--- config.mk ---
export PLATFORM = sky130hd
export DESIGN_NAME = ulab_usart_ctrl
export DESIGN_NICKNAME = d
export VERILOG_FILES = /design/src/ulab_rx.v /design/src/ulab_usart_ctrl.v
export VERILOG_INCLUDE_DIRS = /design/src /design/src/src
export SDC_FILE = /design/constraint.sdc
export NUM_CORES = 1
export LEC_CHECK = 0
export BUFFER_PORTS_ARGS = -buffer_cell sky130_fd_sc_hd__buf_2
export CELL_PAD_IN_SITES_DETAIL_PLACEMENT = 1
export CELL_PAD_IN_SITES_GLOBAL_PLACEMENT = 1
export CORE_UTILIZATION = 41
export DETAILED_ROUTE_END_ITERATION = 6
export PLACE_DENSITY = 0.79
export SYNTH_ARGS = -nofsm -noshare
export SYNTH_HDL_FRONTEND = slang
export SYNTH_SLANG_ARGS = --single-unit
--- constraint.sdc ---
create_clock -name I_MCLK -period 3.2 [get_ports I_MCLK]
set_clock_uncertainty 0.05 [all_clocks]
set_input_delay 0.8 -clock I_MCLK [delete_from_list [all_inputs] [get_ports I_MCLK]]
set_output_delay 0.8 -clock I_MCLK [all_outputs]
set_load 0.02 [all_outputs]
--- src/ulab_map.vh ---
`ifndef ULAB_MAP_VH
`define ULAB_MAP_VH

// ****************************************************************
// Register byte addresses
// ****************************************************************
`define ULAB_ADR_CFG      32'h40064000
`define ULAB_ADR_CTL      32'h40064004
`define ULAB_ADR_STAT     32'h40064008
`define ULAB_ADR_MASK     32'h4006400c
`define ULAB_ADR_TXDATA   32'h40064010
`define ULAB_ADR_RXDATA   32'h40064014
`define ULAB_ADR_MATCH    32'h40064018

// ****************************************************************
// Configuration fields
// ****************************************************************
`define ULAB_CFG_OUTPUT_ENABLE_TURNAROUND     18
`define ULAB_CFG_AUTO     19
`define ULAB_CFG_OUTPUT_ENABLE_SELECT    20
`define ULAB_CFG_OUTPUT_ENABLE_POLARITY    21
`define ULAB_CFG_RECEIVE_LINE_INVERT    22
`define ULAB_CFG_TRANSMIT_LINE_INVERT    23

// ****************************************************************
// Control fields
// ****************************************************************
`define ULAB_CTL_BRK      1
`define ULAB_CTL_ADET     2
`define ULAB_CTL_TRANSMIT_DISABLE    6

// ****************************************************************
// Status fields, the mask shares the low three
// ****************************************************************
`define ULAB_ST_RX        0
`define ULAB_ST_TRANSMIT_DISABLE     1
`define ULAB_ST_TXDONE    2
`define ULAB_ST_TXBUSY    8
`define ULAB_ST_RXFULL    9
`define ULAB_ST_TXFULL    10

// ****************************************************************
// Reset values
// ****************************************************************
`define ULAB_RST_CFG      6'h00
`define ULAB_RST_CTL      3'h0
`define ULAB_RST_MATCH    8'h00

// ****************************************************************
// Timing
// ****************************************************************
`define ULAB_MCLK_HZ      20000000
`define ULAB_BAUD_HZ      115200
`define ULAB_BIT_CYCLES   (`ULAB_MCLK_HZ / `ULAB_BAUD_HZ)
`define ULAB_HALF_CYCLES  (`ULAB_BIT_CYCLES / 2)
`define ULAB_CHAR_BITS    10

`endif

--- src/ulab_rx.v ---
`timescale 1ns/1ps
`include "ulab_map.vh"

// ****************************************************************
// Receiver: start, eight data bits LSB first, one stop bit
// ****************************************************************
module ulab_rx (
  input  wire       i_clk,
  input  wire       i_rst,
  input  wire       i_rxd,
  output reg        o_valid,
  output reg  [7:0] o_data
);

  localparam [1:0] ST_IDLE  = 2'h0;
  localparam [1:0] ST_START = 2'h1;
  localparam [1:0] ST_DATA  = 2'h2;
  localparam [1:0] ST_STOP  = 2'h3;
  localparam integer BIT_LAST_I = `ULAB_BIT_CYCLES - 1;
  localparam integer HALF_I     = `ULAB_HALF_CYCLES;
  localparam [7:0]   BIT_LAST   = BIT_LAST_I[7:0];
  localparam [7:0]   HALF       = HALF_I[7:0];

  reg  [1:0] state_ff;
  reg  [7:0] cnt_ff;
  reg  [2:0] bit_ff;
  reg        rxd_ff;

  // One sample stage keeps the edge search on a clean register.
  always @(posedge i_clk) begin
    if (i_rst) begin
      rxd_ff <= 1'b1;
    end else begin
      rxd_ff <= i_rxd;
    end
  end

  // Sampling lands mid-bit by waiting half a bit after the edge.
  always @(posedge i_clk) begin
    if (i_rst) begin
      state_ff <= ST_IDLE;
      cnt_ff   <= 8'h00;
      bit_ff   <= 3'h0;
      o_valid  <= 1'b0;
      o_data   <= 8'h00;
    end else begin
      o_valid <= 1'b0;
      case (state_ff)
        ST_IDLE: begin
          cnt_ff <= 8'h00;
          if (!rxd_ff) begin
            state_ff <= ST_START;
          end
        end
        ST_START: begin
          cnt_ff <= cnt_ff + 8'h01;
          if (cnt_ff == HALF) begin
            cnt_ff   <= 8'h00;
            bit_ff   <= 3'h0;
            // A glitch shorter than half a bit is not a start.
            state_ff <= rxd_ff ? ST_IDLE : ST_DATA;
          end
        end
        ST_DATA: begin
          cnt_ff <= cnt_ff + 8'h01;
          if (cnt_ff == BIT_LAST) begin
            cnt_ff <= 8'h00;
            o_data <= {rxd_ff, o_data[7:1]};
            bit_ff <= bit_ff + 3'h1;
            if (bit_ff == 3'h7) begin
              state_ff <= ST_STOP;
            end
          end
        end
        ST_STOP: begin
          cnt_ff <= cnt_ff + 8'h01;
          if (cnt_ff == BIT_LAST) begin
            // A framing error drops the character silently.
            o_valid  <= rxd_ff;
            state_ff <= ST_IDLE;
          end
        end
        default: begin
          state_ff <= ST_IDLE;
        end
      endcase
    end
  end

endmodule // ulab_rx

--- src/ulab_usart_ctrl.v ---
// What this block does
// - With address detect on and hardware matching off, addresses are left to software.
// - With address detect and hardware matching on, an address character is compared with the match register.
// - The output-enable select bit chooses between flow control and transceiver enable on RTS.
// - The enable is driven active low when its polarity bit is 0 and active high when 1.
// - With receive invert clear, the incoming line is used as it is.
// - With receive invert set, the incoming line is inverted before use.
// - With transmit invert clear, the transmit line is driven as it is.
// - With transmit invert set, the transmit line is inverted.
// - Setting break enable forces a break at once and holds it until the bit is cleared.
// - With address detect clear, every received character is passed on.
// - With address detect set and hardware matching off, characters with a clear top bit are dropped and others received.
// - Transmit disable stops the transmitter only after the character in flight ends.
// - With turnaround on, the enable stays on one character time after the stop bit, or longer.
`timescale 1ns/1ps
`include "ulab_map.vh"

module ulab_usart_ctrl (
  input  wire        I_MCLK,
  input  wire        I_SRST,
  input  wire        I_WB_CYC,
  input  wire        I_WB_STB,
  input  wire        I_WB_WE,
  input  wire [31:0] I_WB_ADR,
  input  wire [3:0]  I_WB_SEL,
  input  wire [31:0] I_WB_DAT,
  output reg  [31:0] O_WB_DAT,
  output reg         O_WB_ACK,
  input  wire        I_RXD,
  output reg         O_TXD,
  output reg         O_RTS,
  output reg         O_IRQ
);

  // The integer forms are cut to the counter widths on purpose.
  localparam integer BIT_LAST_I  = `ULAB_BIT_CYCLES - 1;
  localparam integer CHAR_BITS_I = `ULAB_CHAR_BITS;
  localparam [7:0]   BIT_LAST    = BIT_LAST_I[7:0];
  localparam [3:0]   CHAR_BITS   = CHAR_BITS_I[3:0];

  // ****************************************************************
  // Bus decode
  // ****************************************************************
  wire        req    = I_WB_CYC & I_WB_STB & ~O_WB_ACK;
  wire        wr     = req & I_WB_WE;
  wire [31:0] lane;
  wire        wr_cfg = wr & (I_WB_ADR == `ULAB_ADR_CFG);
  wire        wr_ctl = wr & (I_WB_ADR == `ULAB_ADR_CTL);
  wire        wr_st  = wr & (I_WB_ADR == `ULAB_ADR_STAT);
  wire        wr_msk = wr & (I_WB_ADR == `ULAB_ADR_MASK);
  wire        wr_tx  = wr & (I_WB_ADR == `ULAB_ADR_TXDATA) & I_WB_SEL[0];
  wire        wr_mat = wr & (I_WB_ADR == `ULAB_ADR_MATCH);
  wire        rd_rx  = req & ~I_WB_WE & (I_WB_ADR == `ULAB_ADR_RXDATA);

  // Byte enables widen into a bit mask, one lane per select line.
  genvar g;
  generate
    for (g = 0; g < 4; g = g + 1) begin : g_lane
      assign lane[8*g+7:8*g] = {8{I_WB_SEL[g]}};
    end
  endgenerate

  wire [31:0] wdat = I_WB_DAT & lane;

  // ****************************************************************
  // Registers
  // ****************************************************************
  reg  [5:0] cfg_ff;    // Bits 23 to 18 of the configuration word.
  reg  [2:0] ctl_ff;    // Break, address detect, transmit disable.
  reg  [2:0] stat_ff;   // Sticky events.
  reg  [2:0] mask_ff;
  reg  [7:0] match_ff;
  reg  [7:0] rxdat_ff;
  reg        rxfull_ff;
  reg  [7:0] txhold_ff;
  reg        txfull_ff;
  reg        addressed_ff;

  wire output_enable_turnaround   = cfg_ff[`ULAB_CFG_OUTPUT_ENABLE_TURNAROUND  - 18];
  wire autoad = cfg_ff[`ULAB_CFG_AUTO  - 18];
  wire output_enable_select  = cfg_ff[`ULAB_CFG_OUTPUT_ENABLE_SELECT - 18];
  wire output_enable_polarity  = cfg_ff[`ULAB_CFG_OUTPUT_ENABLE_POLARITY - 18];
  wire receive_line_invert  = cfg_ff[`ULAB_CFG_RECEIVE_LINE_INVERT - 18];
  wire transmit_line_invert  = cfg_ff[`ULAB_CFG_TRANSMIT_LINE_INVERT - 18];
  wire brk    = ctl_ff[0];
  wire adet   = ctl_ff[1];
  wire transmit_disable  = ctl_ff[2];

  // Only the written lanes of a field change.
  always @(posedge I_MCLK) begin
    if (I_SRST) begin
      cfg_ff   <= `ULAB_RST_CFG;
      ctl_ff   <= `ULAB_RST_CTL;
      mask_ff  <= 3'h0;
      match_ff <= `ULAB_RST_MATCH;
    end else begin
      if (wr_cfg && I_WB_SEL[2]) begin
        cfg_ff <= wdat[23:18];
      end
      if (wr_ctl && I_WB_SEL[0]) begin
        ctl_ff <= {wdat[`ULAB_CTL_TRANSMIT_DISABLE], wdat[`ULAB_CTL_ADET],
                   wdat[`ULAB_CTL_BRK]};
      end
      if (wr_msk && I_WB_SEL[0]) begin
        mask_ff <= wdat[2:0];
      end
      if (wr_mat && I_WB_SEL[0]) begin
        match_ff <= wdat[7:0];
      end
    end
  end

  // ****************************************************************
  // Receiver and address filter
  // ****************************************************************
  wire       rx_valid;
  wire [7:0] rx_data;

  // The invert sits ahead of the receiver, so its edge search always
  // sees the corrected idle level.
  ulab_rx u_rx (
    .i_clk   (I_MCLK),
    .i_rst   (I_SRST),
    .i_rxd   (I_RXD ^ receive_line_invert),
    .o_valid (rx_valid),
    .o_data  (rx_data)
  );

  reg  accept;
  wire is_addr = rx_data[7];
  wire hit     = (rx_data == match_ff);

  // Decide whether a finished character reaches software.
  always @* begin
    accept = 1'b1;
    if (adet) begin
      if (!autoad) begin
        accept = is_addr;
      end else begin
        accept = is_addr ? hit : addressed_ff;
      end
    end
  end

  // Hardware matching remembers whether the last address was ours, so
  // data after a matching address flows until a foreign one arrives.
  always @(posedge I_MCLK) begin
    if (I_SRST) begin
      addressed_ff <= 1'b0;
      rxdat_ff     <= 8'h00;
      rxfull_ff    <= 1'b0;
    end else begin
      if (!adet || !autoad) begin
        addressed_ff <= 1'b0;
      end else if (rx_valid && is_addr) begin
        addressed_ff <= hit;
      end
      if (rx_valid && accept) begin
        rxdat_ff <= rx_data;
      end
      // A new character wins over a read in the same cycle.
      if (rx_valid && accept) begin
        rxfull_ff <= 1'b1;
      end else if (rd_rx) begin
        rxfull_ff <= 1'b0;
      end
    end
  end

  // ****************************************************************
  // Transmitter
  // ****************************************************************
  reg  [7:0] baud_ff;
  reg        tick_ff;
  reg  [9:0] shift_ff;
  reg  [3:0] nbit_ff;
  reg        busy_ff;
  reg  [3:0] ta_ff;
  reg        done;

  // Free-running bit divider; starts align to it, so the first bit of
  // a character is as long as the rest.
  always @(posedge I_MCLK) begin
    if (I_SRST) begin
      baud_ff <= 8'h00;
      tick_ff <= 1'b0;
    end else begin
      tick_ff <= (baud_ff == BIT_LAST);
      baud_ff <= (baud_ff == BIT_LAST) ? 8'h00 : baud_ff + 8'h01;
    end
  end

  wire start = tick_ff & ~busy_ff & txfull_ff & ~transmit_disable & ~brk;

  always @* begin
    done = tick_ff & busy_ff & (nbit_ff == CHAR_BITS - 4'h1);
  end

  // Disable is checked only at a start, so a character in flight ends.
  always @(posedge I_MCLK) begin
    if (I_SRST) begin
      shift_ff  <= 10'h3ff;
      nbit_ff   <= 4'h0;
      busy_ff   <= 1'b0;
      txhold_ff <= 8'h00;
      txfull_ff <= 1'b0;
    end else begin
      if (wr_tx && !txfull_ff) begin
        txhold_ff <= wdat[7:0];
        txfull_ff <= 1'b1;
      end
      if (start) begin
        shift_ff  <= {1'b1, txhold_ff, 1'b0};
        nbit_ff   <= 4'h0;
        busy_ff   <= 1'b1;
        txfull_ff <= 1'b0;
      end else if (tick_ff && busy_ff) begin
        shift_ff <= {1'b1, shift_ff[9:1]};
        nbit_ff  <= nbit_ff + 4'h1;
        if (done) begin
          busy_ff <= 1'b0;
        end
      end
    end
  end

  // Turnaround counts bit ticks; a new start cancels the tail.
  always @(posedge I_MCLK) begin
    if (I_SRST) begin
      ta_ff <= 4'h0;
    end else if (start) begin
      ta_ff <= 4'h0;
    end else if (done) begin
      ta_ff <= output_enable_turnaround ? CHAR_BITS : 4'h0;
    end else if (tick_ff && ta_ff != 4'h0) begin
      ta_ff <= ta_ff - 4'h1;
    end
  end

  wire oe_on = busy_ff | start | (ta_ff != 4'h0);

  // ****************************************************************
  // Status and interrupt
  // ****************************************************************
  wire [2:0] ev = {done, transmit_disable & ~busy_ff, rx_valid & accept};

  // An event in the clearing cycle survives: set beats clear.
  always @(posedge I_MCLK) begin
    if (I_SRST) begin
      stat_ff <= 3'h0;
    end else begin
      stat_ff <= ev | (stat_ff & ~((wr_st && I_WB_SEL[0]) ?
                                   wdat[2:0] : 3'h0));
    end
  end

  // ****************************************************************
  // Pins, bus answer
  // ****************************************************************
  reg [31:0] rdat;

  // Unmapped addresses and reserved bits read as zero.
  always @* begin
    rdat = 32'h00000000;
    case (I_WB_ADR)
      `ULAB_ADR_CFG:    rdat[23:18] = cfg_ff;
      `ULAB_ADR_CTL:    rdat = {25'h0, ctl_ff[2], 3'h0, ctl_ff[1:0], 1'b0};
      `ULAB_ADR_STAT:   rdat = {21'h0, txfull_ff, rxfull_ff, busy_ff,
                                5'h00, stat_ff};
      `ULAB_ADR_MASK:   rdat[2:0] = mask_ff;
      `ULAB_ADR_RXDATA: rdat[7:0] = rxdat_ff;
      `ULAB_ADR_MATCH:  rdat[7:0] = match_ff;
      default:          rdat = 32'h00000000;
    endcase
  end

  // Break drives the space level, which the invert bit then flips.
  always @(posedge I_MCLK) begin
    if (I_SRST) begin
      O_WB_ACK <= 1'b0;
      O_WB_DAT <= 32'h00000000;
      O_TXD    <= 1'b1;
      O_RTS    <= 1'b1;
      O_IRQ    <= 1'b0;
    end else begin
      O_WB_ACK <= req;
      if (req) begin
        O_WB_DAT <= I_WB_WE ? 32'h00000000 : (rdat & lane);
      end
      O_TXD <= (brk ? 1'b0 : shift_ff[0]) ^ transmit_line_invert;
      if (output_enable_select) begin
        O_RTS <= output_enable_polarity ? oe_on : ~oe_on;
      end else begin
        O_RTS <= rxfull_ff;
      end
      O_IRQ <= |(stat_ff & mask_ff);
    end
  end

endmodule // ulab_usart_ctrl

# [After elaboration in Yosys (flattened, before gate mapping)]
# Index checks and enable logic that the tools add are counted.
[totals] reg_bits=128 inputBits=74 output_inout_bits=36 elab_cells=156
[classes] add_sub_neg=5 eq_ne=21 muxes=35 bitwise_logic=38 n_reduce_logical=30
[op_table] operator="$eq 32x31->1 const B" count=7
[op_table] operator="$and 24x32->32" count=1
[op_table] operator="$mux 32" count=1
[op_table] operator="$pmux 8 s4" count=1
[op_table] operator="$and 24x24->24" count=1
[op_table] operator="$and 1x1->1" count=20
[op_table] operator="$mux 9" count=2
[op_table] operator="$add 8x1->8 const B" count=2
[op_table] operator="$eq 8x8->1 const B" count=2
[op_table] operator="$mux 8" count=2
[op_table] operator="$pmux 3 s5" count=1
[op_table] operator="$pmux 5 s3" count=1
[op_table] operator="$mux 2" count=6
[op_table] operator="$mux 3" count=4
[op_table] operator="$mux 4" count=3
[op_table] operator="$mux 1" count=11
[op_table] operator="$logic_and 1x1->1" count=10
[op_table] operator="$reduce_bool 2->1" count=5
[op_table] operator="$eq 8x7->1 const B" count=1
[op_table] operator="$eq 8x8->1" count=1
[op_table] operator="$ne 2x1->1 const B" count=4
[op_table] operator="$not 1->1" count=8
[op_table] operator="$pmux 2 s4" count=1
[op_table] operator="$and 3x3->3" count=2
[op_table] operator="23 further kinds" count=32

# [Longest topological paths before layout]
[depth] ltp_word=10 depth_mapped=8 mapped_depth_nobuf=7

# [Modules after synthesis]
# From an unflattened synthesis, not the netlist that was laid out.
[hier_totals] cells_unflattened=586 area_unflattened_um2=5332.6
[by_module_without_submodules] module="ulab_usart_ctrl" instances=1 cells_each=465 area_per_inst_um2=4231.6 seq_area_each_um2=1801.7
[by_module_without_submodules] module="ulab_rx" instances=1 cells_each=121 area_per_inst_um2=1101.1 seq_area_each_um2=460.4

# [Least setup slack after synthesis]
# OpenSTA, ideal clock, no wires.
[synth_timing] path_type="input -> register" start="input port I_WB_ADR[23]" end="register cfg_ff[2]" setup_time_ns=0.128 arrival_ns=2.606 required_ns=3.022 slack_ns=0.417 cell_stages=5 cell_sequence="or4_1 -> or3_4 -> nor4_4 -> mux2i_1 -> nor2_1"
[synth_via] elab_chain_cells=3
[synth_lines] element="start, declared" line="ulab_usart_ctrl.v:24" text="input wire [31:0] I_WB_ADR,"
[synth_lines] element="$eq 32x31->1"
[synth_lines] element="$and 1x1->1" line="ulab_usart_ctrl.v:47" text="wire wr_cfg = wr & (I_WB_ADR == `ULAB_ADR_CFG);"
[synth_lines] element="$logic_and 1x1->1" line="ulab_usart_ctrl.v:97" text="if (wr_cfg && I_WB_SEL[2]) begin"
[synth_lines] element="end signal, assigned" line="ulab_usart_ctrl.v:92" text="cfg_ff <= `ULAB_RST_CFG;"
[synth_lines] element="end signal, assigned" line="ulab_usart_ctrl.v:98" text="cfg_ff <= wdat[23:18];"
[synth_lines] element="end, declared" line="ulab_usart_ctrl.v:68" text="reg [5:0] cfg_ff;"
# Every way passes these cells.
# A chain may end at the register's enable or synchronous reset.

# [Final worst setup path]
[layout_timing] start="input port I_WB_ADR[23]" end="register match_ff[0]"
[layout_via] elab_chain_cells=3
[layout_lines] element="$eq 32x31->1"
[layout_lines] element="$and 1x1->1" line="ulab_usart_ctrl.v:52" text="wire wr_mat = wr & (I_WB_ADR == `ULAB_ADR_MATCH);"
[layout_lines] element="$logic_and 1x1->1" line="ulab_usart_ctrl.v:107" text="if (wr_mat && I_WB_SEL[0]) begin"
[layout_lines] element="end signal, assigned" line="ulab_usart_ctrl.v:95" text="match_ff <= `ULAB_RST_MATCH;"
[layout_lines] element="end signal, assigned" line="ulab_usart_ctrl.v:108" text="match_ff <= wdat[7:0];"
[layout_lines] element="end, declared" line="ulab_usart_ctrl.v:72" text="reg [7:0] match_ff;"
# Every way passes these cells.

==> results.md <==
* Proportion of layout cells with a drive suffix above 1 at 21.4%
* Fraction of power consumed by combinational cells at 5.1%
* Number of distinct library cells after synthesis at 59
* Die Ht at 115 µm
* DRC violation total after the first TritonRoute iteration at 237
* M3 GR Usage at 5.24%
* Switching portion of total power at 21.5%
* Final routed DRC violation total at 0
* Critical path class: in -> reg
* Cell chosen for the clock root: clkbuf_16
* Startpoint class of the critical path: input port
* Met1 track demand over resource at 27.8%
* Initial antenna violation count at 0
* Total power density per cell area at 561 nW/µm²
* Commonest cells after routing, fill and taps aside: dfxtp_1, nand2_1, buf_2
* Number of global-route vias before repair at 4,638
* Setup total negative slack at 0 ns
* Post-layout net count at 756
* Max-Cap Viols at 0
* Worst Hold Slack at 0.396 ns
* Most frequent standard cell in the layout excluding fill and tap cells: dfxtp_1
* Area growth from synthesis to layout at 22.3%
* Number of cells produced by synthesis at 582
* Final period util at 81.4%
* Width of the die at 115 µm
* Part of the total power dissipated in sequential elements at 39.9%
* Inserted Clock Buffers at 17
* TritonCTS sink count at 113
* Critical path data required time at 3.44 ns
* Antenna cells at 0
* Hold Fails Final Rpt at 0
* Total internal power at 2.80 mW
* Buffer count from post-CTS setup fixing at 0
* Count of yosys warnings during synthesis at 0
* Worst IR drop on VDD at 0.372 mV
* Pin count of the biggest net entering global routing at 38
* Per-instance average area after synthesis at 8.95 µm²
* Area of the die at 13,200 µm²
* Global placer's final weighted congestion at 0.828
* Most Used Layer, Global Route: met2
* Synth area leader: dfxtp_1
* Vias at 4,482
* WL final at 14,100 µm
* Async S/R FF share, synth at 0%
* Final Instance Count excl. Fillers at 847
* Area used by multi-input combinational logic at 2740 µm²
* Global Route met2 Usage at 39.4%
* Leak Pwr at 2.54 nW
* Effective utilization at floorplan at 42.6%
* # setup viols final at 0
* Core area at 12,200 µm²
* Number of rows created at floorplan at 40
* Post-DP HPWL at 10,400 µm
* Actual transition at the worst max-transition pin at 0.561 ns
* Prevailing post-synth register cell: dfxtp_1
* Number of flops mapped to enable cells by yosys at 0
* Clock latency on the worst-skew pair at 0.42 ns
* Hold-fix buffers at CTS at 0
* Worst Setup End Kind: register
* Cell total after placement at 815
* Max Clock Freq at 384 MHz
* All-Layer GR Usage at 23.0%
* Origin of the critical flop-to-flop path: u_rx.cnt_ff[0]$_SDFF_PP0_
* DR WL/cell at 16.6 µm
* Flip-flop and latch count after synthesis at 113
* First drt pass iteration count at 5
* Dpl cell area at 5750 µm²
* Leading cell types by total area after synthesis: dfxtp_1, nand2_1, mux2i_1
* CTS tree: done
* Worst reg2reg path depth at 7
* Number of gates resized after CTS at 0
* Cell area after layout at 6370 µm²
* Share of the synthesized area in the top cell type at 43.5%
* Max-slew headroom at the worst pin at 62.3%
* Total count of max-transition violations in the final report at 0
* Sequential standard cell area at 2260 µm²
* Input/output buffers at 75
* Htree depth at 4
* Via density per instance at 5.29
* Global-route wire length before repair at 22,900 µm
* Syn Std Cell Area at 5210 µm²
* Leftover overflow at the end of global routing at 0
* I/O Pins at 110
* Clock edge transition at the registers on the reported setup and hold paths at 0.05 ns
* Fraction of power consumed by the clock network at 55.0%
* CP max FO at 8
* RSZ-0062 raised after global routing: no
* Result of the run: finished, final reports clean
* Maximum clock path buffer count at 2
* Final critical delay including setup and external delays at 2.60 ns
* Setup slack on the worst flop-to-flop path at 0.69 ns
* Path category of the worst min-delay check: reg -> reg
* Endpoint arrival time on the critical path at 2.85 ns
* Termination of the worst setup path: match_ff[0]$_SDFFE_PP0P_
* Sw power at 0.768 mW
* Antenna-violating nets left at 0
* Number of fillers in the final layout at 1,488
* Register area share after synthesis at 43.5%
* Critical Path Start: I_WB_ADR[23]
## power by group through the flow
stage	registers (mW)	clock network [mW]	logic (mW)
final	1.43	1.97	0.181
after global routing	1.43	2.06	0.197
after CTS	1.43	1.99	0.181
after detailed placement	1.45	0	0.178
after global placement	1.45	0	0.171
after floorplan	1.45	0	0.113
## flip-flops by register name, indices dropped and copies added (netlist names), 4 cells and up, named ones only
| register | cells |
|---|---|
| match_ff | 8 |
| O_WB_DAT | 17 |
| cfg_ff | 6 |
| shift_ff | 9 |
| u_rx.o_data | 8 |
| baud_ff | 8 |
| nbit_ff | 4 |
| u_rx.cnt_ff | 8 |
| txhold_ff | 8 |
| rxdat_ff | 8 |
| ta_ff | 4 |
## through the flow
step | utilization (%) | setup WS (ns) | total power [mW]
final | 52.1 | 0.596 | 3.57
after global placement | 47.1 | 0.259 | 1.62
after CTS | 52.1 | 0.615 | 3.60
after floorplan | - | 0.417 | 1.57
after detailed placement | 47.1 | 0.220 | 1.63
after global routing | 52.1 | 0.483 | 3.68
## layer usage
metal	wire length, µm	up-vias
li1	-	2172
met1	6230	2161
met5	0	-
met2	6890	130
met3	740	19
met4	209	0
## cell usage after synthesis, types with 14 or more instances
| cell | count |
|---|---|
| dfxtp_1 | 113 |
| nand2_1 | 83 |
| nor2_1 | 66 |
| mux2i_1 | 31 |
| a21oi_1 | 30 |
| nand3_1 | 27 |
| clkbuf_1 | 19 |
| a22oi_1 | 16 |
| ha_1 | 16 |
| xnor2_1 | 16 |
| buf_4 | 15 |
| inv_1 | 14 |
## worst min path at each step
stage / start / to / slack, ns / depth (start not counted)
final: O_WB_DAT[7]$_SDFFE_PP0N_ / O_WB_DAT[7]$_SDFFE_PP0N_ / 0.40 / 2
after floorplan: shift_ff[2]$_SDFFE_PP1P_ / shift_ff[2]$_SDFFE_PP1P_ / 0.37 / 2
after detailed placement: shift_ff[4]$_SDFFE_PP1P_ / shift_ff[4]$_SDFFE_PP1P_ / 0.39 / 2
after global placement: shift_ff[5]$_SDFFE_PP1P_ / shift_ff[5]$_SDFFE_PP1P_ / 0.38 / 2
after global routing: O_WB_DAT[4]$_SDFFE_PP0N_ / O_WB_DAT[4]$_SDFFE_PP0N_ / 0.43 / 2
after CTS: O_WB_DAT[7]$_SDFFE_PP0N_ / O_WB_DAT[7]$_SDFFE_PP0N_ / 0.40 / 2
## worst max-delay path, stage by stage
cell and delay, ns:
buf_2 0.09, or4_1 0.66, nor3_1 0.52, nand3_1 0.45
mux2i_1 0.27, nor2_1 0.05
## cells by family after synthesis
kind of cell | after synthesis | share of synthesized area, %
xor+xnor | 29 | 4.88
mux | 31 | 5.96
fa+ha+maj | 16 | 3.85
simple gates | 253 | 26.4
other cells | 1 | 0.0720
compound gates | 87 | 10.5
buf+inv | 52 | 4.88
flops | 113 | 43.5
## area by class of cell
cell class	count	area share, %
clock inverters	13	2.59
inverters	14	0.825
clock buffers	19	7.11
multi-input cells	431	43.1
well taps	168	3.30
repair buffers	89	7.55
flip-flops and latches	113	35.5
No activity file was read; power rests on OpenSTA's default activity.
